### src/tpg_pkg.sv
package tpg_pkg;

    // Gate and ring geometry.
    localparam int GATES         = 12;
    localparam int PHASES        = 3;
    localparam int RING_STEPS    = 6;
    localparam int DIV_W         = 6;     // Divide-by-64 carrier counter.
    localparam int HALF_BIT      = 5;     // Counter bit that is the six-times-mains clock.
    localparam int WIN_STEPS     = 2;     // A 120 degree window spans two 60 degree steps.

    // Timing: power-on hold time and the clock rate it is counted at.
    localparam longint CLK_HZ          = 125_000_000;
    localparam longint POWER_ON_MS     = 20;
    localparam longint POWER_ON_CYCLES = (POWER_ON_MS * CLK_HZ + 999) / 1000;

    // Soft ramp and reference filter defaults.
    localparam int         RAMP_DIV     = 1024;   // Clocks between ramp steps.
    localparam int         RAMP_SHIFT   = 4;      // Exponential decay factor 1/16 per step.
    localparam int         FILTER_TICKS = 4;      // Carrier ticks a reference must be stable.
    localparam logic [7:0] DELAY_MAX    = 8'hFF;
    localparam logic [7:0] DELAY_MIN    = 8'h00;

    // Register map, byte addresses on the Wishbone bus.
    localparam logic [7:0] REG_CTRL     = 8'h00;
    localparam logic [7:0] REG_STATUS   = 8'h04;
    localparam logic [7:0] REG_POSITION = 8'h08;
    localparam logic [7:0] REG_DELAY    = 8'h0C;
    localparam logic [31:0] CTRL_RESET  = 32'h0000_0000;
    localparam int          CTRL_MODE2  = 0;

    // Start-up and shutdown sequence.
    typedef enum logic [1:0] {ST_HOLD, ST_RAMP, ST_RUN, ST_STOP} tpg_state_type;

    // Classic Wishbone request from the master.
    typedef struct packed {
        logic        cyc;
        logic        stb;
        logic        we;
        logic [7:0]  adr;
        logic [3:0]  sel;
        logic [31:0] dat;
    } tpg_wb_req_type;

    // Inhibit inputs, all active low except the phase-loss flag.
    typedef struct packed {
        logic instant_inhibit_n;
        logic soft_stop_inhibit_n;
        logic phase_loss_flag;
    } tpg_inhibit_type;

endpackage

### src/tpg_decoder.sv
// Added by the designer: the register offsets and the Wishbone slave port.
`timescale 1ns/1ps
module tpg_decoder
    import tpg_pkg::*;
#(
    parameter int POWER_ON_LIMIT = int'(POWER_ON_CYCLES),
    parameter int RAMP_PERIOD    = RAMP_DIV,
    parameter int FILTER_LEN     = FILTER_TICKS
)(
    // Clock and reset.
    input  wire logic            clk_i,
    input  wire logic            rst_i,
    // Wishbone slave.
    input  wire tpg_wb_req_type  wb_i,
    output logic [31:0]          wb_dat_o,
    output logic                 wb_ack_o,
    // Carrier, mains references and inhibits.
    input  wire logic            carrier_clock_i,
    input  wire logic [2:0]      mains_ref_i,
    input  wire tpg_inhibit_type inhibit_i,
    // Gate pulses and delay steering toward the loop.
    output logic [GATES-1:0]     gate_o,
    output logic [7:0]           delay_bias_o
);

    logic                 carrier_q;
    logic                 carrier_rise;
    logic [DIV_W-1:0]     div_cnt;
    logic                 six_times_mains_clock;
    logic [2:0]           ring_counter_x;
    logic [2:0]           ring_counter_y;
    logic [5:0]           win_x;
    logic [5:0]           win_y;
    logic [GATES-1:0]     window;
    logic [2:0]           ref_f;
    logic                 ref_a_q;
    logic                 seq_reverse;
    logic                 power_on;
    logic [31:0]          power_cnt;
    logic [31:0]          ramp_cnt;
    logic                 ramp_tick;
    tpg_state_type        state;
    logic                 gating;
    logic                 gate_en;
    logic [31:0]          ctrl;
    logic                 mode2;

    // The carrier is sampled as a level; a rising edge is one step of the divider.
    always_ff @(posedge clk_i) begin
        if (rst_i) begin
            carrier_q <= 1'b0;
        end else begin
            carrier_q <= carrier_clock_i;
        end
    end
    assign carrier_rise = carrier_clock_i && !carrier_q;

    // Divide-by-64: its top bit is the six-times-mains clock at 1/64 of the carrier, 384/64 of mains.
    always_ff @(posedge clk_i) begin
        if (rst_i) begin
            div_cnt <= '0;
        end else if (carrier_rise) begin
            div_cnt <= div_cnt + DIV_W'(1);
        end
    end
    assign six_times_mains_clock = div_cnt[HALF_BIT];

    // Ring x steps on the carrier tick that raises the top bit, ring y on the tick that drops it:
    // half a step is 30 degrees. Stepping on the tick itself moves the windows together with the
    // delayed carrier, so a window edge never splits a pulse.
    tpg_ring u_ring_x (
        .clk_i     (clk_i),
        .rst_i     (rst_i),
        .step_i    (carrier_rise && div_cnt == DIV_W'((1 << HALF_BIT) - 1)),
        .reverse_i (seq_reverse),
        .step_o    (ring_counter_x),
        .window_o  (win_x)
    );
    tpg_ring u_ring_y (
        .clk_i     (clk_i),
        .rst_i     (rst_i),
        .step_i    (carrier_rise && (&div_cnt)),
        .reverse_i (seq_reverse),
        .step_o    (ring_counter_y),
        .window_o  (win_y)
    );

    // Interleave the two rings so neighbouring gates are 30 degrees apart; mode two keeps
    // only the first 32 carrier pulses after each ring step, giving two 30 degree bursts.
    // The mode bit is taken over only on a carrier tick, so a mode switch never cuts a pulse.
    always_ff @(posedge clk_i) begin
        if (rst_i) begin
            mode2 <= 1'b0;
        end else if (carrier_rise) begin
            mode2 <= ctrl[CTRL_MODE2];
        end
    end
    generate
        for (genvar k = 0; k < RING_STEPS; k++) begin : g_gate
            assign window[2*k]   = win_x[k] && (!mode2 || six_times_mains_clock);
            assign window[2*k+1] = win_y[k] && (!mode2 || !six_times_mains_clock);
        end
    endgenerate

    // Glitch filter on each reference: a level is accepted only after it has held steady
    // for a number of carrier ticks, so a false crossing never reaches the sequence logic.
    generate
        for (genvar p = 0; p < PHASES; p++) begin : g_filt
            logic [7:0] stable_cnt;
            always_ff @(posedge clk_i) begin
                if (rst_i) begin
                    stable_cnt <= 8'h00;
                    ref_f[p]   <= 1'b0;
                end else if (mains_ref_i[p] == ref_f[p]) begin
                    stable_cnt <= 8'h00;
                end else if (carrier_rise) begin
                    if (stable_cnt == 8'(FILTER_LEN - 1)) begin
                        ref_f[p]   <= mains_ref_i[p];
                        stable_cnt <= 8'h00;
                    end else begin
                        stable_cnt <= stable_cnt + 8'h01;
                    end
                end
            end
        end
    endgenerate

    // At each rising A crossing, a high B means the phases run a-c-b.
    always_ff @(posedge clk_i) begin
        if (rst_i) begin
            ref_a_q     <= 1'b0;
            seq_reverse <= 1'b0;
        end else begin
            ref_a_q <= ref_f[0];
            if (ref_f[0] && !ref_a_q) begin
                seq_reverse <= ref_f[1];
            end
        end
    end

    // Power-on hold reuses the phase-loss path; the loop needs this long to lock.
    always_ff @(posedge clk_i) begin
        if (rst_i) begin
            power_on  <= 1'b1;
            power_cnt <= 32'h0000_0000;
        end else if (power_on) begin
            if (power_cnt == 32'(POWER_ON_LIMIT - 1)) begin
                power_on <= 1'b0;
            end
            power_cnt <= power_cnt + 32'h0000_0001;
        end
    end

    // Ramp step divider.
    always_ff @(posedge clk_i) begin
        if (rst_i) begin
            ramp_cnt  <= 32'h0000_0000;
            ramp_tick <= 1'b0;
        end else begin
            ramp_tick <= (ramp_cnt == 32'(RAMP_PERIOD - 1));
            ramp_cnt  <= (ramp_cnt == 32'(RAMP_PERIOD - 1)) ? 32'h0000_0000 : ramp_cnt + 32'h0000_0001;
        end
    end

    // Sequence: hold at maximum delay, soft-start down, run, soft-stop up, hold again.
    always_ff @(posedge clk_i) begin
        if (rst_i) begin
            state <= ST_HOLD;
        end else begin
            unique case (state)
                ST_HOLD: begin
                    if (!power_on && !inhibit_i.phase_loss_flag && inhibit_i.soft_stop_inhibit_n) begin
                        state <= ST_RAMP;
                    end
                end
                ST_RAMP, ST_RUN: begin
                    if (power_on || inhibit_i.phase_loss_flag) begin
                        state <= ST_HOLD;
                    end else if (!inhibit_i.soft_stop_inhibit_n) begin
                        state <= ST_STOP;
                    end else if (state == ST_RAMP && delay_bias_o == DELAY_MIN) begin
                        state <= ST_RUN;
                    end
                end
                ST_STOP: begin
                    if (inhibit_i.phase_loss_flag || delay_bias_o == DELAY_MAX) begin
                        state <= ST_HOLD;
                    end
                end
            endcase
        end
    end

    // Delay bias: held at maximum in ST_HOLD, decays by a fixed fraction per step
    // during soft-start, and climbs back to maximum during soft-stop.
    always_ff @(posedge clk_i) begin
        if (rst_i) begin
            delay_bias_o <= DELAY_MAX;
        end else if (state == ST_HOLD) begin
            delay_bias_o <= DELAY_MAX;
        end else if (ramp_tick && state == ST_RAMP && delay_bias_o != DELAY_MIN) begin
            delay_bias_o <= delay_bias_o - (delay_bias_o >> RAMP_SHIFT) - 8'h01;
        end else if (ramp_tick && state == ST_STOP && delay_bias_o != DELAY_MAX) begin
            delay_bias_o <= delay_bias_o + ((DELAY_MAX - delay_bias_o) >> RAMP_SHIFT) + 8'h01;
        end
    end

    // Turn-off is immediate; turn-on waits for a carrier rise so no first pulse is cut.
    assign gating = (state != ST_HOLD) && inhibit_i.instant_inhibit_n && !inhibit_i.phase_loss_flag;
    always_ff @(posedge clk_i) begin
        if (rst_i) begin
            gate_en <= 1'b0;
        end else if (!gating) begin
            gate_en <= 1'b0;
        end else if (carrier_rise) begin
            gate_en <= 1'b1;
        end
    end

    // Window and delayed carrier change on the same edge, so only a turn-off can cut a pulse.
    always_ff @(posedge clk_i) begin
        if (rst_i) begin
            gate_o <= '0;
        end else begin
            gate_o <= window & {GATES{carrier_q && gate_en && gating}};
        end
    end

    // Wishbone: one wait state, ack drops the cycle after it is given.
    always_ff @(posedge clk_i) begin
        if (rst_i) begin
            wb_ack_o <= 1'b0;
            wb_dat_o <= 32'h0000_0000;
            ctrl     <= CTRL_RESET;
        end else begin
            wb_ack_o <= wb_i.cyc && wb_i.stb && !wb_ack_o;
            wb_dat_o <= 32'h0000_0000;
            if (wb_i.cyc && wb_i.stb && !wb_ack_o) begin
                if (wb_i.we && wb_i.adr == REG_CTRL && wb_i.sel[0]) begin
                    ctrl[7:0] <= wb_i.dat[7:0];
                end
                unique case (wb_i.adr)
                    REG_CTRL:     wb_dat_o <= ctrl;
                    REG_STATUS:   wb_dat_o <= {24'h00_0000, gate_en, seq_reverse, power_on,
                                               inhibit_i.phase_loss_flag, 2'(state), 2'h0};
                    REG_POSITION: wb_dat_o <= {18'h0_0000, ring_counter_y, 1'b0, ring_counter_x,
                                               1'b0, div_cnt};
                    REG_DELAY:    wb_dat_o <= {24'h00_0000, delay_bias_o};
                    default:      wb_dat_o <= 32'h0000_0000;
                endcase
            end
        end
    end
endmodule // tpg_decoder

### src/tpg_ring.sv
`timescale 1ns/1ps
module tpg_ring
    import tpg_pkg::*;
(
    // Clock and reset.
    input  wire logic       clk_i,
    input  wire logic       rst_i,
    // Step control.
    input  wire logic       step_i,
    input  wire logic       reverse_i,
    // Ring position and decoded 120 degree windows.
    output logic [2:0]      step_o,
    output logic [5:0]      window_o
);

    // Divide-by-6 ring; reversing the direction reverses the firing order.
    always_ff @(posedge clk_i) begin
        if (rst_i) begin
            step_o <= 3'h0;
        end else if (step_i) begin
            if (reverse_i) begin
                step_o <= (step_o == 3'h0) ? 3'(RING_STEPS - 1) : step_o - 3'h1;
            end else begin
                step_o <= (step_o == 3'(RING_STEPS - 1)) ? 3'h0 : step_o + 3'h1;
            end
        end
    end

    // Window k is open for steps k and k+1: 120 degrees, neighbours 60 degrees apart.
    generate
        for (genvar k = 0; k < RING_STEPS; k++) begin : g_win
            assign window_o[k] = (step_o == 3'(k)) || (step_o == 3'((k + 1) % RING_STEPS));
        end
    endgenerate
endmodule // tpg_ring

### config.mk
export PLATFORM = sky130hd
export DESIGN_NAME = tpg_decoder
export DESIGN_NICKNAME = d
export VERILOG_FILES = /design/src/tpg_pkg.sv /design/src/tpg_decoder.sv /design/src/tpg_ring.sv
export SDC_FILE = /design/constraint.sdc
export NUM_CORES = 1
export LEC_CHECK = 0
export BUFFER_PORTS_ARGS = -buffer_cell sky130_fd_sc_hd__buf_2
export CORE_MARGIN = 5
export CORE_UTILIZATION = 51
export CTS_CLUSTER_DIAMETER = 120
export CTS_CLUSTER_SIZE = 30
export DETAILED_ROUTE_END_ITERATION = 8
export GPL_ROUTABILITY_DRIVEN = 0
export GPL_TIMING_DRIVEN = 0
export PLACE_DENSITY_LB_ADDON = 0.3
export SETUP_SLACK_MARGIN = 0.4
export SYNTH_ARGS = -nofsm -noshare
export SYNTH_HDL_FRONTEND = slang
export SYNTH_SLANG_ARGS = --single-unit
### constraint.sdc
create_clock -name clk_i -period 6.2 [get_ports clk_i]
set_input_delay 0.31 -clock clk_i [delete_from_list [all_inputs] [get_ports clk_i]]
set_output_delay 0.31 -clock clk_i [all_outputs]
set_load 0.02 [all_outputs]
# Word level (Yosys, flattened, before mapping)
# Cells that the tools add are included.
# word_totals
register_bits	164
input_bits	56
output_inout_bits	53
wordCells	162
# classes
add_sub_neg	14
n_eq_ne	28
muxes	19
bitwise_logic	5
reduce_logical	74
# op_table
operator	n
adder 32 x 1 -> 32 bit, second input constant	2
one-hot mux 14 bit (4 select lines)	1
equality test 32 x 10 -> 1 bit, second input constant	1
equality test 32 x 22 -> 1 bit, second input constant	1
2-to-1 mux 8 bit	4
logical AND 1 bit	31
adder 8 x 1 -> 8 bit, second input constant	3
2-to-1 mux 3 bit	6
equality test 8 x 2 -> 1 bit, second input constant	2
equality test 8 x 4 -> 1 bit, second input constant	2
zero test 8 bit	2
logical OR 1 bit	16
OR reduction 2 bit	7
AND 12 bit	1
equality test 3 x 2 -> 1 bit, second input constant	4
equality test 3 bit, second input constant	4
2-to-1 mux 2 bit	5
AND reduction 3 bit	3
adder 8 x 4 -> 8 bit	1
equality test 8 x 3 -> 1 bit, second input constant	1
equality test 8 bit, second input constant	1
inequality test 8 bit, second input constant	1
nonzero test 8 bit	1
subtractor 8 x 1 -> 8 bit, second input constant	1
21 further kinds	39

# Logic depth before layout (Yosys ltp)
# Gate-level depths: netlist of the first run.
# logic_depth
depth_word	6
depth_mapped	8
depth_no_buf	8

# Cells and area by module
# Synthesis of the first run repeated with hierarchy kept, for this count alone.
# hier_totals
hier_cells	801
area_unflattened_um2	7090.6
# modules_own_cells
module	instances	cells_each	area_each_um2	seq_area_each_um2
tpg_decoder	1	729	6540.0	2782.7
tpg_ring	2	36	275.3	60.1

# Least setup slack after synthesis of the first run
# OpenSTA, ideal clock, no wires.
# synth_timing
path_kind	register to register
start	register delay_bias_o[4]
end	register delay_bias_o[6]
t_arrival_ns	2.150
required_time_ns	6.076
slack_ns	3.927
stages_incl_launch_ff	9
n_path_buf	1
synth_period_minus_slack_ns	2.273
path_cell_list	dfxtp_1 -> clkbuf_1 -> inv_1 -> ha_1 -> fa_1 -> a21o_1 -> a211oi_1 -> a22oi_1 -> mux2i_1
# synth_via
elab_chain_cells	5
# synth_lines
item	line	text
from (decl)	tpg_decoder.sv:23	output logic [7:0] delay_bias_o
from (signal assigned)	tpg_decoder.sv:202	delay_bias_o <= delay_bias_o - (delay_bias_o >> RAMP_SHIFT) - 8'h01;
from (signal assigned)	tpg_decoder.sv:204	delay_bias_o <= delay_bias_o + ((DELAY_MAX - delay_bias_o) >> RAMP_SHIFT) + 8'h01;
subtractor 8 bit	tpg_decoder.sv:204	
adder 8 x 4 -> 8 bit	tpg_decoder.sv:204	
adder 8 x 1 -> 8 bit	tpg_decoder.sv:204	
2-to-1 mux 8 bit	tpg_decoder.sv:203	end else if (ramp_tick && state == ST_STOP && delay_bias_o != DELAY_MAX) begin
2-to-1 mux 8 bit	tpg_decoder.sv:201	end else if (ramp_tick && state == ST_RAMP && delay_bias_o != DELAY_MIN) begin
# Parallel ways exist; a longest one is shown, timed or not. The select of a mux whose other input is x is not followed.
# A chain may end at the register's enable or synchronous reset.

# Worst setup path in the final report of the first run
# Same ends and word-level chain as after synthesis.

==> impl_metrics.csv, run 1 <==
group,metric,value,unit
synth,ys_async_sr_fraction,0,
final_layout,fillers,1134,
min_path,hold_class,"input pin to flip-flop",
sta,skew,7.38,ps
min_path,whs_path_depth,3,
synth,yosys_warnings,0,
setup_path,r2r_cells,8,
power_and_ir_drop,peakVddDrop,0.159,mV
global_route,grt_antenna_before_repair,0,
setup_path,worstReg2RegStart,"delay_bias_o[4]",
synth,yosys_most_used_dff,"dfxtp_1",
clocking,ctsHtreeMaxLevel,4,
status,outcome,"completed",
clocking,cts_tree,"yes",
setup_path,worstPathRequired,6500,ps
min_path,hold_start,"wb_i[0]",
detailed_routing,vias,5746,
die,die_area,0.0161,sq mm
final_layout,layout.nets,967,
clocking,clock_sink_count,145,
die,fp.dieH,127,um
sta,fin_crit,2500,ps
global_route,overflow,0,
sta,slew_headroom,0.524,
detailed_routing,drt_iter0_drc,292,
setup_path,r2r_end,"delay_bias_o[6]",
detailed_routing,firstDrtPassIters,4,
synth,seq_area_frac_synth,0.418,
min_path,whs_endpoint,"ctrl[0]",
final_layout,multi_input_area,0.00373,sq mm
final_layout,regArea,0.00290,sq mm
setup_path,arrival,2810,ps
synth,synth_seq_cells,145,
die,initial_core_util,0.522,
placement,numPortBuffers,61,
flow_run,drv_cap,0,
power_and_ir_drop,power_density,257,mW/mm^2
clocking,numCtsBuffers,17,
sta,setup_tns,0,ps
clocking,cts_setup_buffers,0,
sta,period_share,0.404,
clocking,hold_buffers,0,
setup_path,crit_path_start_kind,"flip-flop",
synth,syn_area_per_cell,8.76,sq um
die,ios,109,
global_route,grt_pass1_vias,5415,
detailed_routing,ant_nets,0,
clocking,cts-root-buf,"clkbuf_16",
clocking,clk_pin_slew,60,ps
global_route,grtUsageTotal,0.190,
sta,hold_ws,124,ps
detailed_routing,drcViolationCount,0,
synth,syn-instance-count,793,
die,die-width,127,um
setup_path,cp_max_fo,9,
placement,dpl.hpwl,10500,um
placement,place_worst_setup_slack,3790,ps
setup_path,r2r_setup_slack,3700,ps
clocking,post_cts_resized,0,
sta,rsz0062_at_grt,"false",
sta,max_freq,399,MHz
clocking,cts_buffer_depth,2,
final_layout,n_antenna_cell,0,
setup_path,path_class,"flip-flop to flip-flop",
final_layout,syn_to_final_growth,17.3,%
synth,ys_types,65,
die,rows,42,
sta,worst_slew_pin_slew,708,ps
global_route,grt_first_pass_wirelength,25500,um
clocking,clk_latency,420,ps
global_route,grt_start_max_net_pins,17,
setup_path,critical_path.endpoint_type,"flip-flop",
final_layout,drive_gt1_frac,0.150,
sta,drv_slew,0,
power_and_ir_drop,leakagePower,3.24,nW
detailed_routing,wirelength,14900,um
detailed_routing,via_per_inst,5.32,
die,core_area,0.0133,sq mm
sta,final-setup-viol-count,0,
synth,synth_area,0.00695,sq mm
sta,hold_violations,0,
synth,synth_edf_count,0,
sta,setup_slack,3700,ps
detailed_routing,wl_per_cell,13.8,um
critical path, cell delays in order (launching register included):
cell,delay [ps]
dfxtp_1,390
clkbuf_1,360
inv_1,110
ha_1,240
fa_1,410
a21o_1,180
a211oi_1,410
a22oi_1,150
mux2i_1,150
cell type report:
| type | instances | share of cell area |
|---|---|---|
| clock buffers | 19 | 0.0544 |
| inverters | 25 | 0.0115 |
| plain buffers | 55 | 0.0358 |
| clock inverters | 13 | 0.0200 |
| well taps | 176 | 0.0270 |
| repair buffers | 61 | 0.0375 |
| multi-input cells | 586 | 0.457 |
| flip-flops and latches | 145 | 0.356 |
worst max-delay path by stage:
stage | start | to | slack [ps] | depth (start not counted)
after CTS | delay_bias_o[4] | delay_bias_o[6] | 3770 | 8
after global routing | delay_bias_o[4] | delay_bias_o[6] | 3580 | 8
final | delay_bias_o[4] | delay_bias_o[6] | 3700 | 8
after detailed placement | delay_bias_o[4] | delay_bias_o[6] | 3790 | 8
after global placement | delay_bias_o[4] | delay_bias_o[6] | 3780 | 8
after floorplan | delay_bias_o[4] | delay_bias_o[6] | 3930 | 8
synthesized netlist by cell type (3+ instances only):
master	count	share of area
buf_1	6	0.0032
or4_1	4	0.0043
nand2b_1	6	0.0054
nand4_1	31	0.028
nor2_1	131	0.071
o21a_1	3	0.0032
nor2b_1	11	0.0099
o31ai_1	4	0.0043
buf_4	22	0.024
xor2_1	43	0.054
nor3b_1	3	0.0032
and3_1	13	0.012
o41ai_1	3	0.0038
or3_1	13	0.012
nor4_1	19	0.017
nand2_1	41	0.022
xnor2_1	33	0.042
a211oi_1	5	0.0054
dfxtp_1	145	0.42
a21o_1	4	0.0043
a31oi_1	6	0.0054
clkbuf_1	25	0.014
and2_1	10	0.0090
mux4_2	5	0.016
ha_1	18	0.032
o211ai_1	3	0.0032
a21oi_1	23	0.017
o21ai_0	23	0.017
a22oi_1	3	0.0032
nor4b_1	3	0.0038
nand3_1	24	0.017
mux2i_1	18	0.026
nor3_1	21	0.015
and4_1	8	0.010
inv_1	25	0.014
cells by family after synthesis:
logic type | count (synthesis) | synth area share
simple gates | 353 | 0.261
flops | 145 | 0.418
compound gates | 94 | 0.0877
buf+inv | 80 | 0.0555
xor+xnor | 76 | 0.0958
mux | 24 | 0.0438
fa+ha+maj | 20 | 0.0382
other cells | 1 | 0.000540
state kept, by name (all words and copies together) (netlist names):
register,cells
delay_bias_o,8
div_cnt,6
seq_reverse,1
u_ring_x.step_o,3
ctrl,8
g_filt.stable_cnt,16
ramp_tick,1
wb_ack_o,1
u_ring_y.step_o,3
ref_f,2
ref_a_q,1
ramp_cnt,32
state,2
power_on,1
gate_en,1
mode2,1
power_cnt,32
wb_dat_o,13
carrier_q,1
gate_o,12
metrics by stage:
step,area (sq um),util,std cells,power [W]
after floorplan,7010,-,811,0.00105
after global placement,7540,0.567,1048,0.00108
after detailed placement,7540,0.567,1048,0.00108
after CTS,8150,0.613,1080,0.00211
after global routing,8150,0.613,1080,0.00217
final,8150,0.613,1080,0.00210
layout by cell type, fill, tap and decap left out, drive strengths merged, types with 4 or more instances in the layout:
master and count:
ha 18, nor2 131, o31ai 4, inv 25
and2 11, mux2i 18, or4 5, xor2 43
nor3 21, o21ai 25, nand2b 6, mux4 5
nor2b 11, and4 9, nor4 19, clkinv 4
clkbuf 44, a31oi 7, conb 19, a21o 4
a211oi 5, xnor2 33, dfxtp 145, and3 15
nand3 25, a21oi 24, or3 15, clkinvlp 6
nand4 32, buf 91, nand2 42
per-layer routing:
| metal | part of all wire | global-route usage | up-vias |
|---|---|---|---|
| li1 | - | - | 2937 |
| met3 | 0.060 | 0.0517 | 25 |
| met1 | 0.47 | 0.248 | 2647 |
| met2 | 0.45 | 0.303 | 137 |
| met4 | 0.022 | 0.0719 | 0 |
| met5 | 0 | 0 | - |
power by group:
group	total, W	internal (W)	switching [W]
registers	0.000950	0.000941	0.00000924
logic	0.000115	0.0000462	0.0000684
clock network	0.00103	0.000642	0.000390
total	0.00210	0.00163	0.000467
Note: power is estimated with default switching activity, not from simulation.
==> run 2, diff against run 1 <==
Clock period 6.2 ns to 2.4 ns, I/O delays scaled along.
==> run 2 against run 1 <==
Compared with the run above: flip-flop and latch count unchanged; setup slack got worse by 3300 ps; hold slack got worse by 67 ps; register-to-register slack got worse by 3300 ps; clock power grew to 2.6 times the previous value; highest routed layer unchanged; combinational power rose to 2.8 times the previous value; final area increased by 4.9%; core utilization increased by 3.0 points.
==> impl_metrics.csv, run 2 (synthesis results as in run 1) <==
group,metric,value,unit
setup_path,arrival,2330,ps
min_path,whs_path_depth,3,
clocking,cts_tree,"yes",
power_and_ir_drop,pwr-share-seq,0.453,
sta,setup_slack,424,ps
setup_path,r2r_end,"delay_bias_o[4]",
global_route,grtUsageTotal,0.188,
global_route,grt_start_max_net_pins,17,
placement,dpl.hpwl,10400,um
setup_path,crit_path_start_kind,"flip-flop",
placement,place_worst_setup_slack,76.8,ps
die,rows,42,
power_and_ir_drop,power_switching,0.00122,W
final_layout,final_util,0.643,
power_and_ir_drop,peakVddDrop,0.534,mV
clocking,cts-root-buf,"clkbuf_16",
final_layout,drive_gt1_frac,0.215,
final_layout,fillers,1075,
setup_path,worstPathRequired,2750,ps
sta,skew,8.27,ps
sta,final-setup-viol-count,0,
final_layout,reg_top3,"power_cnt (32), ramp_cnt (32), g_filt.stable_cnt (16)",
final_layout,layout.nets,990,
detailed_routing,wl_per_cell,14.0,um
global_route,overflow,0,
sta,worst_slew_pin_slew,639,ps
clocking,clk_latency,420,ps
setup_path,r2r_setup_slack,420,ps
detailed_routing,firstDrtPassIters,4,
die,die_area,0.0161,sq mm
final_layout,multi_input_area,0.00388,sq mm
placement,place_inst,1048,
sta,rsz0062_at_grt,"true",
sta,setup_tns,0,ps
detailed_routing,vias,5825,
final_layout,fin_cells,1103,
min_path,hold_class,"input pin to flip-flop",
setup_path,worstReg2RegStart,"delay_bias_o[4]",
die,die-width,127,um
die,core_area,0.0133,sq mm
detailed_routing,drcViolationCount,0,
setup_path,path_class,"flip-flop to flip-flop",
power_and_ir_drop,internal_power,0.00421,W
detailed_routing,wirelength,15400,um
clocking,clock_sink_count,145,
sta,slew_headroom,0.574,
sta,max_freq,506,MHz
setup_path,cp_max_fo,6,
clocking,numCtsBuffers,17,
detailed_routing,via_per_inst,5.28,
setup_path,critical_path.endpoint_type,"flip-flop",
clocking,cts_buffer_depth,2,
sta,drv_slew,0,
sta,hold_ws,57.0,ps
detailed_routing,drt_iter0_drc,274,
global_route,grt_antenna_before_repair,0,
flow_run,drv_cap,0,
power_and_ir_drop,power_density,635,mW/mm^2
final_layout,n_antenna_cell,0,
setup_path,r2r_cells,9,
clocking,clk_pin_slew,60,ps
power_and_ir_drop,leakagePower,3.42,nW
power_and_ir_drop,power.share.clock,0.488,
global_route,grt_pass1_vias,5299,
min_path,whs_endpoint,"gate_en",
die,initial_core_util,0.522,
power_and_ir_drop,power_frac_comb,0.059,
min_path,hold_start,"inhibit_i[0]",
sta,fin_crit,1980,ps
status,outcome,"completed",
placement,numPortBuffers,61,
detailed_routing,ant_nets,0,
final_layout,final_cell_mix,"nor2_1, dfxtp_1, buf_2, xor2_1, nand2_1",
clocking,ctsHtreeMaxLevel,4,
die,ios,109,
die,fp.dieH,127,um
final_layout,regArea,0.00293,sq mm
power_and_ir_drop,p_sw_frac,0.225,
sta,hold_violations,0,
final_layout,syn_to_final_growth,23.0,%
global_route,grt_first_pass_wirelength,24800,um
sta,period_share,0.823,
## run 2: repair_timing
item,in CTS,in global routing
pin swaps,2,7
endpoints found under the hold margin,12,0
hold buffers,13,0
setup buffers,1,9
setup endpoints to repair,53,54
gates resized for setup,24,47
cloned,0,0
## run 2: final cells by class
type / count / share of cell area
Tap cell: 176 / 0.0258
Inverter: 25 / 0.0113
Clock inverter: 13 / 0.0186
Multi-Input combinational cell: 586 / 0.454
Sequential cell: 145 / 0.343
Clock buffer: 19 / 0.0507
Buffer: 55 / 0.0372
Timing Repair Buffer: 84 / 0.0597
## run 2: critical path: stages (launching register included)
cell and delay [ps]:
dfxtp_4 360, buf_8 120, inv_4 40, ha_4 160, fa_2 370, a21o_1 200
a211oi_4 320, buf_4 180, nor3_2 30, o21ai_1 110
## run 2: per-stage QoR
step                      power, W  area, sq um
final                      0.00543         8550
after global routing       0.00563         8550
after CTS                  0.00546         8350
after detailed placement   0.00280         7550
after global placement     0.00280         7550
after floorplan            0.00272         7020
## run 2: metal layers
layer | up-vias | GRT usage | part of all wire | routed length (um)
met1 | 2668 | 0.245 | 0.46 | 7150
met3 | 24 | 0.0513 | 0.055 | 847
li1 | 2991 | - | - | -
met5 | - | 0 | 0 | 0
met4 | 0 | 0.0612 | 0.018 | 284
met2 | 142 | 0.303 | 0.46 | 7110
## run 2: power groups by stage
stage / sequential [W] / clock [W] / combinational, W
floorplan: 0.00250 / 0 / 0.000216
global placement: 0.00251 / 0 / 0.000290
detailed placement: 0.00251 / 0 / 0.000292
CTS: 0.00245 / 0.00269 / 0.000317
global route: 0.00246 / 0.00282 / 0.000359
finish: 0.00246 / 0.00265 / 0.000322
## run 2: worst max-delay path by stage
stage / from / to / slack, ps / cells after the start
finish: delay_bias_o[4] / delay_bias_o[4] / 420 / 9
global route: delay_bias_o[4] / delay_bias_o[4] / 320 / 9
CTS: state[1] / gate_o[3] / 330 / 8
detailed placement: state[0] / gate_o[3] / 80 / 8
global placement: state[0] / gate_o[2] / 90 / 8
floorplan: delay_bias_o[4] / delay_bias_o[6] / 380 / 8
